### config.mk
export PLATFORM = sky130hd
export DESIGN_NAME = lsm_monitor
export DESIGN_NICKNAME = d
export VERILOG_FILES = /design/src/lsm_pkg.sv /design/src/lsm_stretch.sv /design/src/lsm_monitor.sv
export SDC_FILE = /design/constraint.sdc
export NUM_CORES = 1
export LEC_CHECK = 0
export BUFFER_PORTS_ARGS = -buffer_cell sky130_fd_sc_hd__buf_2
export CORE_MARGIN = 2
export CORE_UTILIZATION = 30
export CTS_CLUSTER_DIAMETER = 100
export CTS_CLUSTER_SIZE = 14
export DETAILED_ROUTE_END_ITERATION = 6
export MAX_ROUTING_LAYER = met4
export SLEW_MARGIN = 20
export SYNTH_ARGS = -nofsm -noshare
export SYNTH_HDL_FRONTEND = slang
export SYNTH_SLANG_ARGS = --single-unit
export TNS_END_PERCENT = 30
### constraint.sdc
create_clock -name sys_clk -period 2.8 [get_ports sys_clk]
set_clock_uncertainty 0.2 [all_clocks]
set_input_delay 0.42 -clock sys_clk [delete_from_list [all_inputs] [get_ports sys_clk]]
set_output_delay 0.42 -clock sys_clk [all_outputs]
set_load 0.02 [all_outputs]
### src/lsm_pkg.sv
package lsm_pkg;

	// Timing: bit time and clock rate, strobe and stretch lengths converted to clock cycles
	localparam int CLK_HZ          = 25_000_000;
	localparam int BIT_TIME_NS     = 100;
	localparam int STROBE_BITS     = 64;
	localparam int STROBE_NS       = STROBE_BITS * BIT_TIME_NS;
	localparam int STROBE_CYC      = (STROBE_NS * (CLK_HZ / 1_000_000)) / 1000;
	localparam int STRETCH_MS      = 4;
	localparam int STRETCH_CYC     = STRETCH_MS * (CLK_HZ / 1000);

	// Port, attribute and slot counts
	localparam int N_SE_PORTS      = 12;
	localparam int N_PORTS         = 14;
	localparam int N_ATTR          = 5;
	localparam int N_SLOTS         = 10;

	// Lamp bus bit positions in the high bank, bank bases and attachment port indices
	localparam int HI_STD_BIT      = 4;
	localparam int HI_REV_BIT      = 5;
	localparam int HI_EXP_BIT      = 6;
	localparam int HI_SHR_LO_BIT   = 6;
	localparam int HI_SHR_HI_BIT   = 7;
	localparam int LO_BANK_BASE    = 0;
	localparam int HI_BANK_BASE    = 8;
	localparam int STD_PORT_IDX    = 12;
	localparam int REV_PORT_IDX    = 13;

	typedef enum logic [2:0]
	{
		LSM_ATTR_ACT  = 3'h0,
		LSM_ATTR_COL  = 3'h1,
		LSM_ATTR_PARTITION_STROBE = 3'h2,
		LSM_ATTR_LINK = 3'h3,
		LSM_ATTR_POL  = 3'h4
	} lsm_attr_t;

	// Per-port raw status from the repeater core and serial status logic
	typedef struct packed
	{
		logic [13:0] activity;
		logic [13:0] collision;
		logic [13:0] connected;
		logic [13:0] link_good;
		logic [13:0] pol_ok;
	} lsm_port_stat_t;

	// Status of the shared transceiver's ports 2 and 3 plus expansion bus
	typedef struct packed
	{
		logic       owner;
		logic [1:0] link_good;
		logic [1:0] pol_ok;
		logic       exp_activity;
		logic       exp_collision;
	} lsm_aux_stat_t;

	// Attribute strobes, one-hot
	typedef struct packed
	{
		logic activity_strobe;
		logic collision_strobe;
		logic partition_strobe;
		logic link_strobe;
		logic polarity_strobe;
	} lsm_strobes_t;

endpackage

### src/lsm_stretch.sv
`timescale 1ns/100ps
// Pulse stretcher: output stays high HOLD_CYC cycles after the last event
module lsm_stretch #(
	parameter int HOLD_CYC = lsm_pkg::STRETCH_CYC
) (
	input  wire logic sys_clk,
	input  wire logic reset_n,
	input  wire logic event_in,
	output logic      held_q
);
	localparam int CW = $clog2(HOLD_CYC + 1);
	localparam logic [CW-1:0] LOAD = CW'(HOLD_CYC - 1);

	logic [CW-1:0] count_q;

	// Every event reloads the timer; expiry drops the held level
	always_ff @(posedge sys_clk or negedge reset_n)
	begin
		if (!reset_n)
		begin
			count_q <= '0;
			held_q  <= 1'b0;
		end
		else if (event_in)
		begin
			count_q <= LOAD;
			held_q  <= 1'b1;
		end
		else if (count_q != '0)
		begin
			count_q <= count_q - 1'b1;
		end
		else
		begin
			held_q <= 1'b0;
		end
	end

	chk_hold_after_event: assert property (@(posedge sys_clk) disable iff (!reset_n)
		event_in |=> held_q [*8])
		else $error("stretched output dropped too early");

endmodule

### src/lsm_monitor.sv
`timescale 1ns/100ps
// Overview of operation
// - Five attributes, 8-bit lamp bus, fourteen ports
// - Low bank: single-ended ports 7..0
// - High bank: ports 11..8, standard, reversible
// - High bits 7..6 show shared transceiver
// - One attribute strobe high at once
// - Each strobe lasts 64 bit times
// - High means active, connected, good, correct
// - Expansion bus on bit 6, activity/collision
// - Link, polarity from serial status line
// - Shared link status only when owner
// - Link/partition strobes: shared ports 2, 3
// - Non-matching transceiver: link shows loopback
// - Such ports show received serial polarity
// - Activity stretched at least 4 ms
// - Collision stretched at least 4 ms
// - One bit time is 100 ns
module lsm_monitor #(
	parameter int STRETCH_CYC = lsm_pkg::STRETCH_CYC,
	parameter int STROBE_CYC  = lsm_pkg::STROBE_CYC
) (
	input  wire logic                   sys_clk,
	input  wire logic                   reset_n,
	input  wire lsm_pkg::lsm_port_stat_t port_stat,
	input  wire lsm_pkg::lsm_aux_stat_t  aux_stat,
	input  wire logic                   std_non_matching,
	input  wire logic                   rev_non_matching,
	input  wire logic [1:0]             loopback_ok,
	input  wire logic [1:0]             rx_pol_serial,
	output logic [7:0]                  lamp_bus,
	output logic                        bank_select,
	output lsm_pkg::lsm_strobes_t        strobes
);
	localparam int SW = $clog2(STROBE_CYC + 1);
	localparam logic [SW-1:0] STROBE_LAST = SW'(STROBE_CYC - 1);
	localparam logic [3:0] SLOT_LAST = 4'(lsm_pkg::N_SLOTS - 1);
	localparam int NP = lsm_pkg::N_PORTS;

	logic [SW-1:0]   tick_q;
	logic [3:0]      slot_q;
	logic [NP-1:0]   act_held;
	logic [NP-1:0]   col_held;
	logic            exp_act_held;
	logic            exp_col_held;
	logic [NP-1:0]   link_eff;
	logic [NP-1:0]   pol_eff;
	logic [7:0]      lamp_d;
	lsm_pkg::lsm_attr_t attr;
	logic            bank;

	// Stretchers for every port and the expansion bus
	genvar g;
	generate
		for (g = 0; g < NP; g++)
		begin : g_str
			lsm_stretch #(.HOLD_CYC(STRETCH_CYC)) u_act (
				.sys_clk  (sys_clk),
				.reset_n  (reset_n),
				.event_in (port_stat.activity[g]),
				.held_q   (act_held[g])
			);
			lsm_stretch #(.HOLD_CYC(STRETCH_CYC)) u_col (
				.sys_clk  (sys_clk),
				.reset_n  (reset_n),
				.event_in (port_stat.collision[g]),
				.held_q   (col_held[g])
			);
		end
	endgenerate

	lsm_stretch #(.HOLD_CYC(STRETCH_CYC)) u_exp_act (
		.sys_clk  (sys_clk),
		.reset_n  (reset_n),
		.event_in (aux_stat.exp_activity),
		.held_q   (exp_act_held)
	);
	lsm_stretch #(.HOLD_CYC(STRETCH_CYC)) u_exp_col (
		.sys_clk  (sys_clk),
		.reset_n  (reset_n),
		.event_in (aux_stat.exp_collision),
		.held_q   (exp_col_held)
	);

	// Strobe timer: 64 bit times of 100 ns per slot
	always_ff @(posedge sys_clk or negedge reset_n)
	begin
		if (!reset_n)
			tick_q <= '0;
		else if (tick_q == STROBE_LAST)
			tick_q <= '0;
		else
			tick_q <= tick_q + 1'b1;
	end

	// Slot walks five attributes low bank, then five high bank
	always_ff @(posedge sys_clk or negedge reset_n)
	begin
		if (!reset_n)
			slot_q <= 4'h0;
		else if (tick_q == STROBE_LAST)
			slot_q <= (slot_q == SLOT_LAST) ? 4'h0 : slot_q + 4'h1;
	end

	// Slot decode: bank is upper half, attribute is slot modulo five
	always_comb
	begin
		bank = (slot_q >= 4'(lsm_pkg::N_ATTR));
		attr = lsm_pkg::lsm_attr_t'(bank ? 3'(slot_q - 4'(lsm_pkg::N_ATTR)) : slot_q[2:0]);
	end

	// Attachment ports on a foreign transceiver report loopback and raw polarity
	always_comb
	begin
		link_eff = port_stat.link_good;
		pol_eff  = port_stat.pol_ok;
		if (std_non_matching)
		begin
			link_eff[lsm_pkg::STD_PORT_IDX] = loopback_ok[0];
			pol_eff[lsm_pkg::STD_PORT_IDX]  = rx_pol_serial[0];
		end
		if (rev_non_matching)
		begin
			link_eff[lsm_pkg::REV_PORT_IDX] = loopback_ok[1];
			pol_eff[lsm_pkg::REV_PORT_IDX]  = rx_pol_serial[1];
		end
	end

	// Lamp bus selection; high level means good/active throughout
	always_comb
	begin
		logic [NP-1:0] v;
		v = '0;
		lamp_d = 8'h00;
		case (attr)
			lsm_pkg::LSM_ATTR_ACT:  v = act_held;
			lsm_pkg::LSM_ATTR_COL:  v = col_held;
			lsm_pkg::LSM_ATTR_PARTITION_STROBE: v = port_stat.connected;
			lsm_pkg::LSM_ATTR_LINK: v = link_eff;
			lsm_pkg::LSM_ATTR_POL:  v = pol_eff;
			default:                v = '0;
		endcase
		if (!bank)
			lamp_d = v[lsm_pkg::LO_BANK_BASE +: 8];
		else
		begin
			lamp_d[3:0] = v[lsm_pkg::HI_BANK_BASE +: 4];
			lamp_d[lsm_pkg::HI_STD_BIT] = v[lsm_pkg::STD_PORT_IDX];
			lamp_d[lsm_pkg::HI_REV_BIT] = v[lsm_pkg::REV_PORT_IDX];
			case (attr)
				lsm_pkg::LSM_ATTR_ACT: lamp_d[lsm_pkg::HI_EXP_BIT] = exp_act_held;
				lsm_pkg::LSM_ATTR_COL: lamp_d[lsm_pkg::HI_EXP_BIT] = exp_col_held;
				lsm_pkg::LSM_ATTR_LINK:
				begin
					// Only the owner of the shared serial line knows these ports
					lamp_d[lsm_pkg::HI_SHR_LO_BIT] = aux_stat.owner & aux_stat.link_good[0];
					lamp_d[lsm_pkg::HI_SHR_HI_BIT] = aux_stat.owner & aux_stat.link_good[1];
				end
				lsm_pkg::LSM_ATTR_PARTITION_STROBE:
				begin
					lamp_d[lsm_pkg::HI_SHR_LO_BIT] = aux_stat.owner & aux_stat.pol_ok[0];
					lamp_d[lsm_pkg::HI_SHR_HI_BIT] = aux_stat.owner & aux_stat.pol_ok[1];
				end
				default: lamp_d[7:6] = 2'h0;
			endcase
		end
	end

	// Registered outputs; one strobe at a time, bus aligned with it
	always_ff @(posedge sys_clk or negedge reset_n)
	begin
		if (!reset_n)
		begin
			lamp_bus    <= 8'h00;
			bank_select <= 1'b0;
			strobes     <= '0;
		end
		else
		begin
			lamp_bus    <= lamp_d;
			bank_select <= bank;
			strobes.activity_strobe  <= (attr == lsm_pkg::LSM_ATTR_ACT);
			strobes.collision_strobe <= (attr == lsm_pkg::LSM_ATTR_COL);
			strobes.partition_strobe <= (attr == lsm_pkg::LSM_ATTR_PARTITION_STROBE);
			strobes.link_strobe      <= (attr == lsm_pkg::LSM_ATTR_LINK);
			strobes.polarity_strobe  <= (attr == lsm_pkg::LSM_ATTR_POL);
		end
	end

	// Checks
	logic started_q;
	always_ff @(posedge sys_clk or negedge reset_n)
	begin
		if (!reset_n)
			started_q <= 1'b0;
		else
			started_q <= 1'b1;
	end

	chk_strobe_onehot: assert property (@(posedge sys_clk) disable iff (!reset_n)
		started_q |-> $onehot(strobes))
		else $error("strobes not one-hot");

	chk_slot_period: assert property (@(posedge sys_clk) disable iff (!reset_n)
		(tick_q == STROBE_LAST) |=> (tick_q == '0) && $changed(slot_q))
		else $error("slot did not advance at strobe end");

	chk_slot_hold: assert property (@(posedge sys_clk) disable iff (!reset_n)
		(tick_q != STROBE_LAST) |=> $stable(slot_q))
		else $error("slot changed mid strobe");

	chk_bank_low: assert property (@(posedge sys_clk) disable iff (!reset_n)
		(!bank && attr == lsm_pkg::LSM_ATTR_PARTITION_STROBE) |=> lamp_bus == $past(port_stat.connected[7:0]))
		else $error("low bank partition mismatch");

	chk_bank_high: assert property (@(posedge sys_clk) disable iff (!reset_n)
		(bank && attr == lsm_pkg::LSM_ATTR_PARTITION_STROBE) |=> lamp_bus[3:0] == $past(port_stat.connected[11:8]))
		else $error("high bank partition mismatch");

	chk_shared_owner: assert property (@(posedge sys_clk) disable iff (!reset_n)
		(bank && !aux_stat.owner && attr == lsm_pkg::LSM_ATTR_LINK) |=> lamp_bus[7:6] == 2'h0)
		else $error("shared link shown without ownership");

	chk_exp_act: assert property (@(posedge sys_clk) disable iff (!reset_n)
		(bank && attr == lsm_pkg::LSM_ATTR_ACT) |=> lamp_bus[6] == $past(exp_act_held))
		else $error("expansion activity not on bit 6");

	chk_loopback: assert property (@(posedge sys_clk) disable iff (!reset_n)
		(bank && std_non_matching && attr == lsm_pkg::LSM_ATTR_LINK) |=> lamp_bus[4] == $past(loopback_ok[0]))
		else $error("loopback status not shown");

endmodule

==> impl_metrics.py, run 1 <==
metrics = {
    "status": {
        "status": "completed",
    },
    "global_routing": {
        "grt_max_degree": 82,
        "overflow": 0,
        "grt_usage": 0.133,
        "grt_pass1_vias": 20216,
        "grt_pass1_wl_um": 105000,
        "antenna_found_initial": 25,
    },
    "power_and_ir_drop": {
        "finalPower_w": 0.0152,
        "p_int_w": 0.0117,
        "p_seq_frac": 0.549,
        "combPwrFrac": 0.052,
        "powerDensity_nw_per_um2": 468,
        "swShare": 0.235,
        "p_switching_w": 0.00358,
        "peakVddDrop_v": 0.000420,
        "p_leak_nw": 11.7,
        "clkPwrFrac": 0.400,
    },
    "clock_tree": {
        "clkLatencyLatePin_ns": 0.61,
        "cts_setup_buffers": 0,
        "clock_path_buffers": 3,
        "cts_tree": "yes",
        "clock-root-buffer": "clkbuf_16",
        "cts_buffers": 47,
        "clkSinkCount": 566,
        "htreeDepth": 2,
        "path_clk_slew_ns": 0.07,
    },
    "routing": {
        "ant_nets": 0,
        "routed_wl_um": 62200,
        "topRoutingLayerUsed": "met4",
        "remaining_drc_errors": 0,
        "wire_per_inst_um": 14.3,
        "vias": 20847,
        "dr.pass1.iters": 7,
        "dr_wl_met2_um": 25400,
        "via_per_inst": 4.79,
        "wl_met1_um": 31200,
        "drt_iter0_drc": 1341,
        "dr_wl_met3_um": 4470,
    },
    "die": {
        "die_y_um": 311,
        "num_rows": 112,
        "core_area_sq_um": 93300,
        "dieArea_sq_um": 96600,
        "dieWidth_um": 311,
        "io_pins": 99,
        "start_util": 0.303,
    },
    "placement": {
        "dpl.cell_count": 4233,
        "placed_cell_area_sq_um": 30800,
        "port_buffers": 98,
        "gp_congestion": 0.850,
        "place_hpwl_um": 43900,
        "dpl_worst_slack_ns": -0.0230,
    },
    "synthesis": {
        "ys_seq_area_frac": 0.501,
        "syn_area_sq_um": 28200,
        "avgSynthCellArea_sq_um": 9.84,
        "syn_nets": 2991,
        "synth_most_common_cell": "dfrtp_1",
        "synth_commonest_cells": "dfrtp_1, nor2_1, nand2b_1",
        "synth_flop_cell": "dfrtp_1",
        "ys_seq_elements": 566,
        "synth-edff-count": 0,
        "synth_top_area_frac": 0.501,
        "yosys-top-cells-area": "dfrtp_1, xnor2_1, nand2b_1, nor2_1, xor2_1",
        "synthCells": 2871,
        "synth_cell_type_count": 79,
        "yosys_warnings": 0,
        "async_reset_ff_frac": 1.00,
        "synth.largest_area_cell": "dfrtp_1",
    },
    "setup_path": {
        "required_ns": 3.06,
        "cpPeakStageDelay_ns": 0.44,
        "reg2reg_depth": 9,
        "crit_end": "lamp_bus[2]",
        "critPathSlowestCell": "dfrtp_1",
        "arrival_ns": 2.95,
        "cp-startpoint": "slot_q[0]",
        "crit_family": "simple AND/OR/NAND/NOR gates",
        "start_kind": "flop",
        "path_max_fanout": 8,
        "worstSetupPathType": "flop to flop",
        "crit_chain": "clkinv_4, ha_1, buf_4, nand2b_1, a211oi_2, or2_2, and2_1, a222oi_1, o211ai_1",
        "cp.depth": 9,
        "cp-end-kind": "flop",
        "reg2reg_to": "lamp_bus[2]",
        "reg2reg_from": "slot_q[0]",
        "critical_path_buf_inv_count": 2,
        "reg2reg_slack_ns": 0.11,
    },
    "sta": {
        "final.min_clock_period_ns": 2.69,
        "rsz0062_at_grt": "true",
        "fin_crit_sh": 0.960,
        "setup_viol": 0,
        "slew_headroom": 0.368,
        "setup_ws_ns": 0.112,
        "fmax_mhz": 372,
        "final_max_slew_viol_count": 0,
        "worstMarginPinSlew_ns": 0.924,
        "hold_viol_final": 0,
    },
    "finish": {
        "stdcell_count": 4355,
        "drive_gt1_frac": 0.101,
        "n_fill_cell": 9492,
        "syn_to_final_growth_pct": 15.3,
        "nNetsFinal": 3191,
        "fin_area_sq_um": 32600,
    },
    "flow_run": {
        "maxCapViolations": 0,
    },
    "worst_hold_path": {
        "hold_class": "primary input to flop",
    },
}
-- worst min path at each step --
stage                        startpoint                    endpoint  slack [ns]  depth (start not counted)
after global placement          reset_n  g_str[8].u_col.count_q[13]        0.22                          1
after detailed placement        reset_n  g_str[8].u_col.count_q[12]        0.22                          1
after CTS                 port_stat[41]                 lamp_bus[5]       0.007                          3
final                     port_stat[41]                 lamp_bus[5]        0.06                          3
after floorplan                 reset_n                 bank_select       -0.08                          0
after global routing      port_stat[41]                 lamp_bus[5]        0.02                          3
-- cell families after synthesis --
logic type	count (synthesis)	share of synthesized area
buffers and inverters	172	0.0233
AND/OR/NAND/NOR	1342	0.256
flip-flops	566	0.501
adder cells (fa/ha/maj)	35	0.0155
multiplexers	19	0.00793
XOR/XNOR	318	0.0986
AO/OA/AOI/OAI	419	0.0968
-- sequential cells by signal, indices dropped and copies added (netlist names) --
signal and count:
u_exp_col.held_q 1, u_exp_act.held_q 1, g_str.u_act.held_q 14, u_exp_act.count_q 17, g_str.u_col.held_q 14, g_str.u_col.count_q 238
tick_q 8, lamp_bus 8, g_str.u_act.count_q 238, strobes 5, bank_select 1, slot_q 4
u_exp_col.count_q 17
-- stage by stage --
step,setup TNS (ns),util,hold slack (ns)
3_3_place_gp,0,0.330,0.225
4_1_cts,0,0.348,0.00707
5_1_grt,-0.0528,0.349,0.0237
6_report,0,0.349,0.0552
3_5_place_dp,-0.0230,0.330,0.220
2_1_floorplan,0,-,-0.0756
-- final cells by class --
type	instances	area, sq um	share of cell area
well taps	1254	1570	0.0482
inverters	98	373	0.0115
clock buffers	50	1210	0.0371
diodes	24	60.1	0.00184
clock inverters	5	68.8	0.00211
flip-flops and latches	566	14200	0.435
repair buffers	225	1660	0.0510
multi-input cells	2133	13500	0.413
-- power groups by stage --
stage	sequential, W	clock, W	combinational (W)
floorplan	0.00850	0	0.000366
global placement	0.00851	0	0.000742
detailed placement	0.00851	0	0.000750
CTS	0.00836	0.00640	0.000815
global route	0.00837	0.00667	0.000914
finish	0.00836	0.00609	0.000787
-- layout by cell type (no fill, tap or decap), types with 8 or more instances in the layout --
cell type	synthesis	final
a2111oi_0	8	8
a211o_1	24	24
a21o_1	30	30
a21oi_1	109	108
a22oi_1	14	14
and3_1	14	14
buf_12	0	8
buf_2	4	97
buf_4	0	76
clkbuf_16	0	47
dfrtp_1	566	566
diode_2	0	24
dlygate4sd3_1	0	43
ha_1	35	35
inv_1	97	97
mux2i_1	10	10
nand2_1	136	135
nand2b_1	239	239
nand3_1	52	52
nand3b_1	17	17
nand4_1	10	10
nand4b_1	18	18
nor2_1	333	333
nor2b_1	33	33
nor3_1	165	164
nor3b_1	10	10
nor4_1	99	98
nor4b_1	9	8
o211ai_1	10	10
o21ai_0	108	108
o21bai_1	10	10
o31ai_1	40	40
o41ai_1	9	9
or2_2	15	15
or3_1	95	95
or3b_2	31	31
or4_1	43	43
xnor2_1	211	211
xor2_1	107	107
-- what timing repair did --
item / CTS / global route
pin swaps: 0 / 1
endpoints found under the hold margin: 451 / 0
endpoints found under the setup margin: 1 / 7
resized for setup: 1 / 5
hold buffers: 43 / 0
-- worst min-delay path, delay by kind of cell --
kind / cells / cell delay, ns
buffers and inverters: 1 / 0.09
muxes: 1 / 0.22
AOI/OAI and AO/OA: 1 / 0.11
-- per-layer routing --
| layer | global-route usage | up-vias |
|---|---|---|
| met5 | - | - |
| met4 | 0.0278 | 0 |
| met3 | 0.0383 | 70 |
| met2 | 0.188 | 292 |
| met1 | 0.188 | 9985 |
| li1 | - | 10500 |
Power figures use the tool's default switching activity.
==> run 2, diff against run 1 <==
Settings changed: CELL_PAD_IN_SITES_DETAIL_PLACEMENT set to 2, CELL_PAD_IN_SITES_GLOBAL_PLACEMENT set to 2, PLACE_DENSITY_LB_ADDON set to 0.1.
Clock period 2.8 ns to 2.5 ns, I/O delays scaled along.
==> impl_metrics.py, run 2 (same netlist as run 1, synthesis figures left out) <==
metrics = {
    "status": {
        "status": "complete, but fails checks",
        "violations": "negative setup slack",
    },
    "worst_hold_path": {
        "hold_class": "primary input to flop",
    },
    "setup_path": {
        "cp-end-kind": "flop",
        "reg2reg_to": "lamp_bus[1]",
        "reg2reg_slack_ns": -0.02,
        "required_ns": 2.78,
        "arrival_ns": 2.80,
        "cp-startpoint": "slot_q[0]",
        "start_kind": "flop",
        "worstSetupPathType": "flop to flop",
        "reg2reg_depth": 8,
        "reg2reg_from": "slot_q[0]",
        "crit_end": "lamp_bus[1]",
        "path_max_fanout": 7,
    },
    "sta": {
        "final.min_clock_period_ns": 2.52,
        "hold_viol_final": 0,
        "slew_headroom": 0.509,
        "final_max_slew_viol_count": 0,
        "setup_ws_ns": -0.0217,
        "fin_crit_sh": 1.01,
        "rsz0062_at_grt": "true",
        "fmax_mhz": 397,
        "setup_viol": 1,
        "hold_ws_ns": 0.0656,
        "worstMarginPinSlew_ns": 0.735,
    },
    "power_and_ir_drop": {
        "p_leak_nw": 12.8,
        "clkPwrFrac": 0.405,
        "combPwrFrac": 0.056,
        "peakVddDrop_v": 0.000474,
        "powerDensity_nw_per_um2": 499,
        "p_int_w": 0.0132,
        "swShare": 0.239,
        "p_switching_w": 0.00416,
        "p_seq_frac": 0.539,
    },
    "global_routing": {
        "grt_pass1_wl_um": 138000,
        "grt_usage": 0.177,
        "grt_max_degree": 89,
        "overflow": 0,
        "grt_pass1_vias": 25604,
        "antenna_found_initial": 23,
    },
    "placement": {
        "port_buffers": 98,
        "place_hpwl_um": 60300,
        "gp_congestion": 0.826,
        "placed_cell_area_sq_um": 32000,
    },
    "finish": {
        "syn_to_final_growth_pct": 23.3,
        "drive_gt1_frac": 0.187,
        "fin_area_sq_um": 34800,
        "n_fill_cell": 10091,
        "nNetsFinal": 3378,
        "final_cell_mix": "dfrtp_1, nor2_1, buf_4",
        "top_regs": "g_str.u_act.count_q: 238 flops, g_str.u_col.count_q: 238 flops",
        "fin_util": 0.373,
        "final_common_cell": "dfrtp_1",
    },
    "clock_tree": {
        "cts_buffers": 47,
        "clkLatencyLatePin_ns": 0.60,
        "clock_path_buffers": 3,
        "path_clk_slew_ns": 0.07,
        "clock-root-buffer": "clkbuf_16",
        "clkSinkCount": 566,
        "cts_tree": "yes",
        "htreeDepth": 2,
    },
    "die": {
        "dieArea_sq_um": 96600,
        "io_pins": 99,
        "start_util": 0.303,
        "num_rows": 112,
        "die_y_um": 311,
        "core_area_sq_um": 93300,
        "dieWidth_um": 311,
    },
    "routing": {
        "via_per_inst": 5.03,
        "ant_nets": 0,
        "drt_iter0_drc": 767,
        "dr.pass1.iters": 5,
        "wire_per_inst_um": 18.3,
        "vias": 22795,
        "remaining_drc_errors": 0,
        "routed_wl_um": 83200,
    },
    "flow_run": {
        "maxCapViolations": 0,
    },
}
-- run 2: cell types whose count changed in the layout (fill, tap and decap cells not counted), sizes merged --
| cell | previous run | this run |
|---|---|---|
| buf | 182 | 363 |
| bufinv | 0 | 1 |
| clkbuf | 50 | 51 |
| clkinv | 1 | 3 |
| diode | 24 | 18 |
| dlygate4sd3 | 43 | 49 |
| inv | 102 | 98 |
-- run 2: power by group through the flow --
stage	sequential (W)	clock [W]	combinational (W)
after floorplan	0.00952	0	0.000410
after global placement	0.00953	0	0.000863
after detailed placement	0.00955	0	0.000915
after CTS	0.00937	0.00744	0.000996
after global routing	0.00938	0.00774	0.00112
final	0.00937	0.00705	0.000972
-- run 2: stage by stage --
step | TNS, ns | worst slack, ns | power, W | std cells
4_1_cts | -0.0648 | -0.0276 | 0.0178 | 4499
3_3_place_gp | -1.43 | -0.322 | 0.0104 | 4391
3_5_place_dp | -3.04 | -0.339 | 0.0105 | 4391
2_1_floorplan | -1.09 | -0.176 | 0.00993 | 2871
5_1_grt | -1.26 | -0.125 | 0.0182 | 4535
6_report | -0.0217 | -0.0217 | 0.0174 | 4536
-- run 2: worst min-delay path by stage --
stage	start	end	slack [ns]	depth (start not counted)
after floorplan	reset_n	bank_select	-0.12	0
after global placement	reset_n	g_str[8].u_col.count_q[14]	0.13	1
after detailed placement	reset_n	g_str[8].u_col.count_q[14]	0.13	1
after CTS	port_stat[6]	lamp_bus[6]	0.02	4
after global routing	port_stat[6]	lamp_bus[6]	0.06	4
final	port_stat[33]	lamp_bus[5]	0.07	4
-- run 2: worst max-delay path, stage by stage (launching register included) --
cell and delay [ns]:
dfrtp_2 0.48, clkinv_8 0.07, ha_4 0.18, buf_8 0.15
mux2i_1 0.17, a22o_4 0.32, a22oi_2 0.24, o221ai_2 0.18
or3_1 0.40
-- run 2: repair_timing --
item	in CTS	in global routing
endpoints found under the hold margin	819	0
pin swaps	10	35
gates resized for setup	56	120
hold buffers	49	0
buffers inserted	4	21
endpoints found under the setup margin	61	165
-- run 2: cell type report --
class | count | area, sq um | share of cell area
Multi-Input combinational cell | 2133 | 14200 | 0.408
Sequential cell | 566 | 14200 | 0.407
Timing Repair Buffer | 412 | 3160 | 0.0907
Tap cell | 1254 | 1570 | 0.0450
Clock buffer | 51 | 1230 | 0.0354
Inverter | 98 | 380 | 0.0109
Clock inverter | 4 | 52.6 | 0.00151
Antenna cell | 18 | 45.0 | 0.00129
-- run 2: metal layers --
| layer | GRT usage | wire [um] | part of all wire | up-vias |
|---|---|---|---|---|
| li1 | - | - | - | 10792 |
| met1 | 0.229 | 38500 | 0.46 | 11676 |
| met2 | 0.286 | 39300 | 0.47 | 225 |
| met3 | 0.0398 | 3960 | 0.048 | 102 |
| met4 | 0.0356 | 1490 | 0.018 | 0 |
| met5 | - | 0 | 0 | - |
==> run 3, diff against run 2 <==
Settings changed: CELL_PAD_IN_SITES_DETAIL_PLACEMENT 2 to 1, CELL_PAD_IN_SITES_GLOBAL_PLACEMENT 2 to 1.
Clock period 2.5 ns to 2.4 ns, I/O delays scaled along.
==> impl_metrics.py, run 3 (same netlist as run 1, synthesis figures left out) <==
metrics = {
    "worst_hold_path": {
        "holdPathStages": 4,
        "hold_class": "primary input to flop",
    },
    "sta": {
        "setup_viol": 17,
        "rsz0062_at_grt": "true",
        "slew_headroom": 0.486,
        "final_max_slew_viol_count": 0,
        "final.min_clock_period_ns": 2.51,
        "setup_ws_ns": -0.109,
        "fin_crit_sh": 1.05,
        "worstMarginPinSlew_ns": 0.763,
        "fmax_mhz": 399,
        "hold_viol_final": 0,
        "tns_ns": -0.761,
    },
    "die": {
        "io_pins": 99,
        "num_rows": 112,
        "core_area_sq_um": 93300,
        "dieWidth_um": 311,
        "start_util": 0.303,
        "dieArea_sq_um": 96600,
        "die_y_um": 311,
    },
    "clock_tree": {
        "cts_buffers": 47,
        "clkLatencyLatePin_ns": 0.61,
        "clkSinkCount": 566,
        "cts_tree": "yes",
        "path_clk_slew_ns": 0.07,
        "htreeDepth": 2,
        "clock-root-buffer": "clkbuf_16",
        "clock_path_buffers": 3,
    },
    "global_routing": {
        "grt_pass1_wl_um": 131000,
        "grt_usage": 0.168,
        "overflow": 0,
        "grt_max_degree": 75,
        "grt_pass1_vias": 25109,
        "antenna_found_initial": 26,
    },
    "power_and_ir_drop": {
        "p_leak_nw": 13.6,
        "peakVddDrop_v": 0.000455,
        "powerDensity_nw_per_um2": 501,
    },
    "finish": {
        "final_cell_mix": "dfrtp_1, buf_4, nor2_1",
        "top_regs": "g_str.u_act.count_q: 238 flops, g_str.u_col.count_q: 238 flops",
        "n_fill_cell": 10560,
        "nNetsFinal": 3518,
        "fin_util": 0.389,
        "syn_to_final_growth_pct": 28.4,
        "drive_gt1_frac": 0.233,
        "stdcell_count": 4679,
        "final_common_cell": "dfrtp_1",
    },
    "status": {
        "violations": "negative setup slack",
        "status": "complete, but fails checks",
    },
    "routing": {
        "vias": 22996,
        "dr.pass1.iters": 5,
        "ant_nets": 0,
        "remaining_drc_errors": 0,
        "routed_wl_um": 79200,
        "drt_iter0_drc": 1006,
        "via_per_inst": 4.91,
        "wire_per_inst_um": 16.9,
    },
    "flow_run": {
        "maxCapViolations": 0,
    },
    "setup_path": {
        "required_ns": 2.70,
        "start_kind": "flop",
        "worstSetupPathType": "flop to flop",
        "reg2reg_depth": 8,
        "cp-end-kind": "flop",
        "crit_chain": "clkinv_8, ha_4, nor3b_4, or3_4, and2_4, mux2_2, a32o_2, a211o_1",
        "path_max_fanout": 4,
        "cpPeakStageDelay_ns": 0.46,
        "critPathSlowestCell": "dfrtp_2",
        "arrival_ns": 2.81,
    },
    "placement": {
        "port_buffers": 98,
        "place_hpwl_um": 56900,
        "dpl_worst_slack_ns": -0.273,
        "dpl.cell_count": 4500,
        "gp_congestion": 0.843,
    },
}
[run 3: cell types whose count changed in the layout (fill, tap and decap cells not counted), moves of 6 or more]
| cell | previous run | this run |
|---|---|---|
| buf_4 | 244 | 360 |
| buf_6 | 9 | 22 |
| nor3_1 | 155 | 142 |
| or3b_2 | 25 | 15 |
| or3b_4 | 6 | 16 |
| nor3_2 | 8 | 17 |
| dlygate4sd3_1 | 49 | 57 |
| o21ai_2 | 4 | 12 |
| nand2_2 | 4 | 10 |
| o21ai_0 | 101 | 95 |
| or3_1 | 90 | 84 |
| or3_4 | 6 | 12 |
[run 3: per-layer routing]
layer | global-route usage | part of all wire | vias to the layer above
li1 | - | - | 11075
met1 | 0.221 | 0.47 | 11609
met2 | 0.265 | 0.46 | 224
met3 | 0.0355 | 0.048 | 88
met4 | 0.0412 | 0.020 | 0
met5 | - | 0 | -
[run 3: path summary, 6_finish.rpt]
check                                           start                    endpoint  slack, ns
worst max register to register              slot_q[0]                 lamp_bus[6]      -0.11
worst min register to register  u_exp_col.count_q[16]       u_exp_col.count_q[16]       0.28
max in group asynchronous                     reset_n   g_str[4].u_col.count_q[6]       1.12
min in group asynchronous                     reset_n  g_str[8].u_col.count_q[15]       0.06
worst min-delay path                    port_stat[15]                 lamp_bus[1]       0.02
worst max-delay path                        slot_q[0]                 lamp_bus[6]      -0.11
[run 3: power breakdown]
group          switching, W  internal [W]
clock network       0.00357       0.00378
registers          0.000101       0.00965
logic              0.000628      0.000430
total               0.00430        0.0139
[run 3: critical path: cells and delay by family, from the launching register on]
kind,cells,cell delay (ns)
buffers and inverters,1,0.06
AOI/OAI and AO/OA,2,0.53
DFF,1,0.46
muxes,1,0.26
adders and majority gates,1,0.17
and+or+nand+nor,3,0.71
[run 3: metrics by stage]
step	total power, W	cell area, sq um	hold slack [ns]
final	0.0182	36300	0.0178
after global routing	0.0191	36300	0.0186
after CTS	0.0186	35400	0.000984
after detailed placement	0.0109	32900	0.0929
after global placement	0.0108	32900	0.0890
after floorplan	0.0103	28400	-0.136
[run 3: layout make-up]
cell class                      instances  area (sq um)  share of cell area
Antenna cell                           20          50.0             0.00138
Multi-Input combinational cell       2133         14500               0.399
Clock inverter                          4          50.0             0.00138
Tap cell                             1254          1570              0.0433
Clock buffer                           52          1260              0.0347
Timing Repair Buffer                  552          4310               0.119
Sequential cell                       566         14200               0.391
Inverter                               98           380              0.0105
[run 3: timing repair]
action	in CTS	in global routing
setup buffers	24	25
hold buffers	57	0
gates resized for setup	98	158
gates cloned	0	1
endpoints found under the hold margin	908	0
endpoints found under the setup margin	92	232
pin swaps	36	50
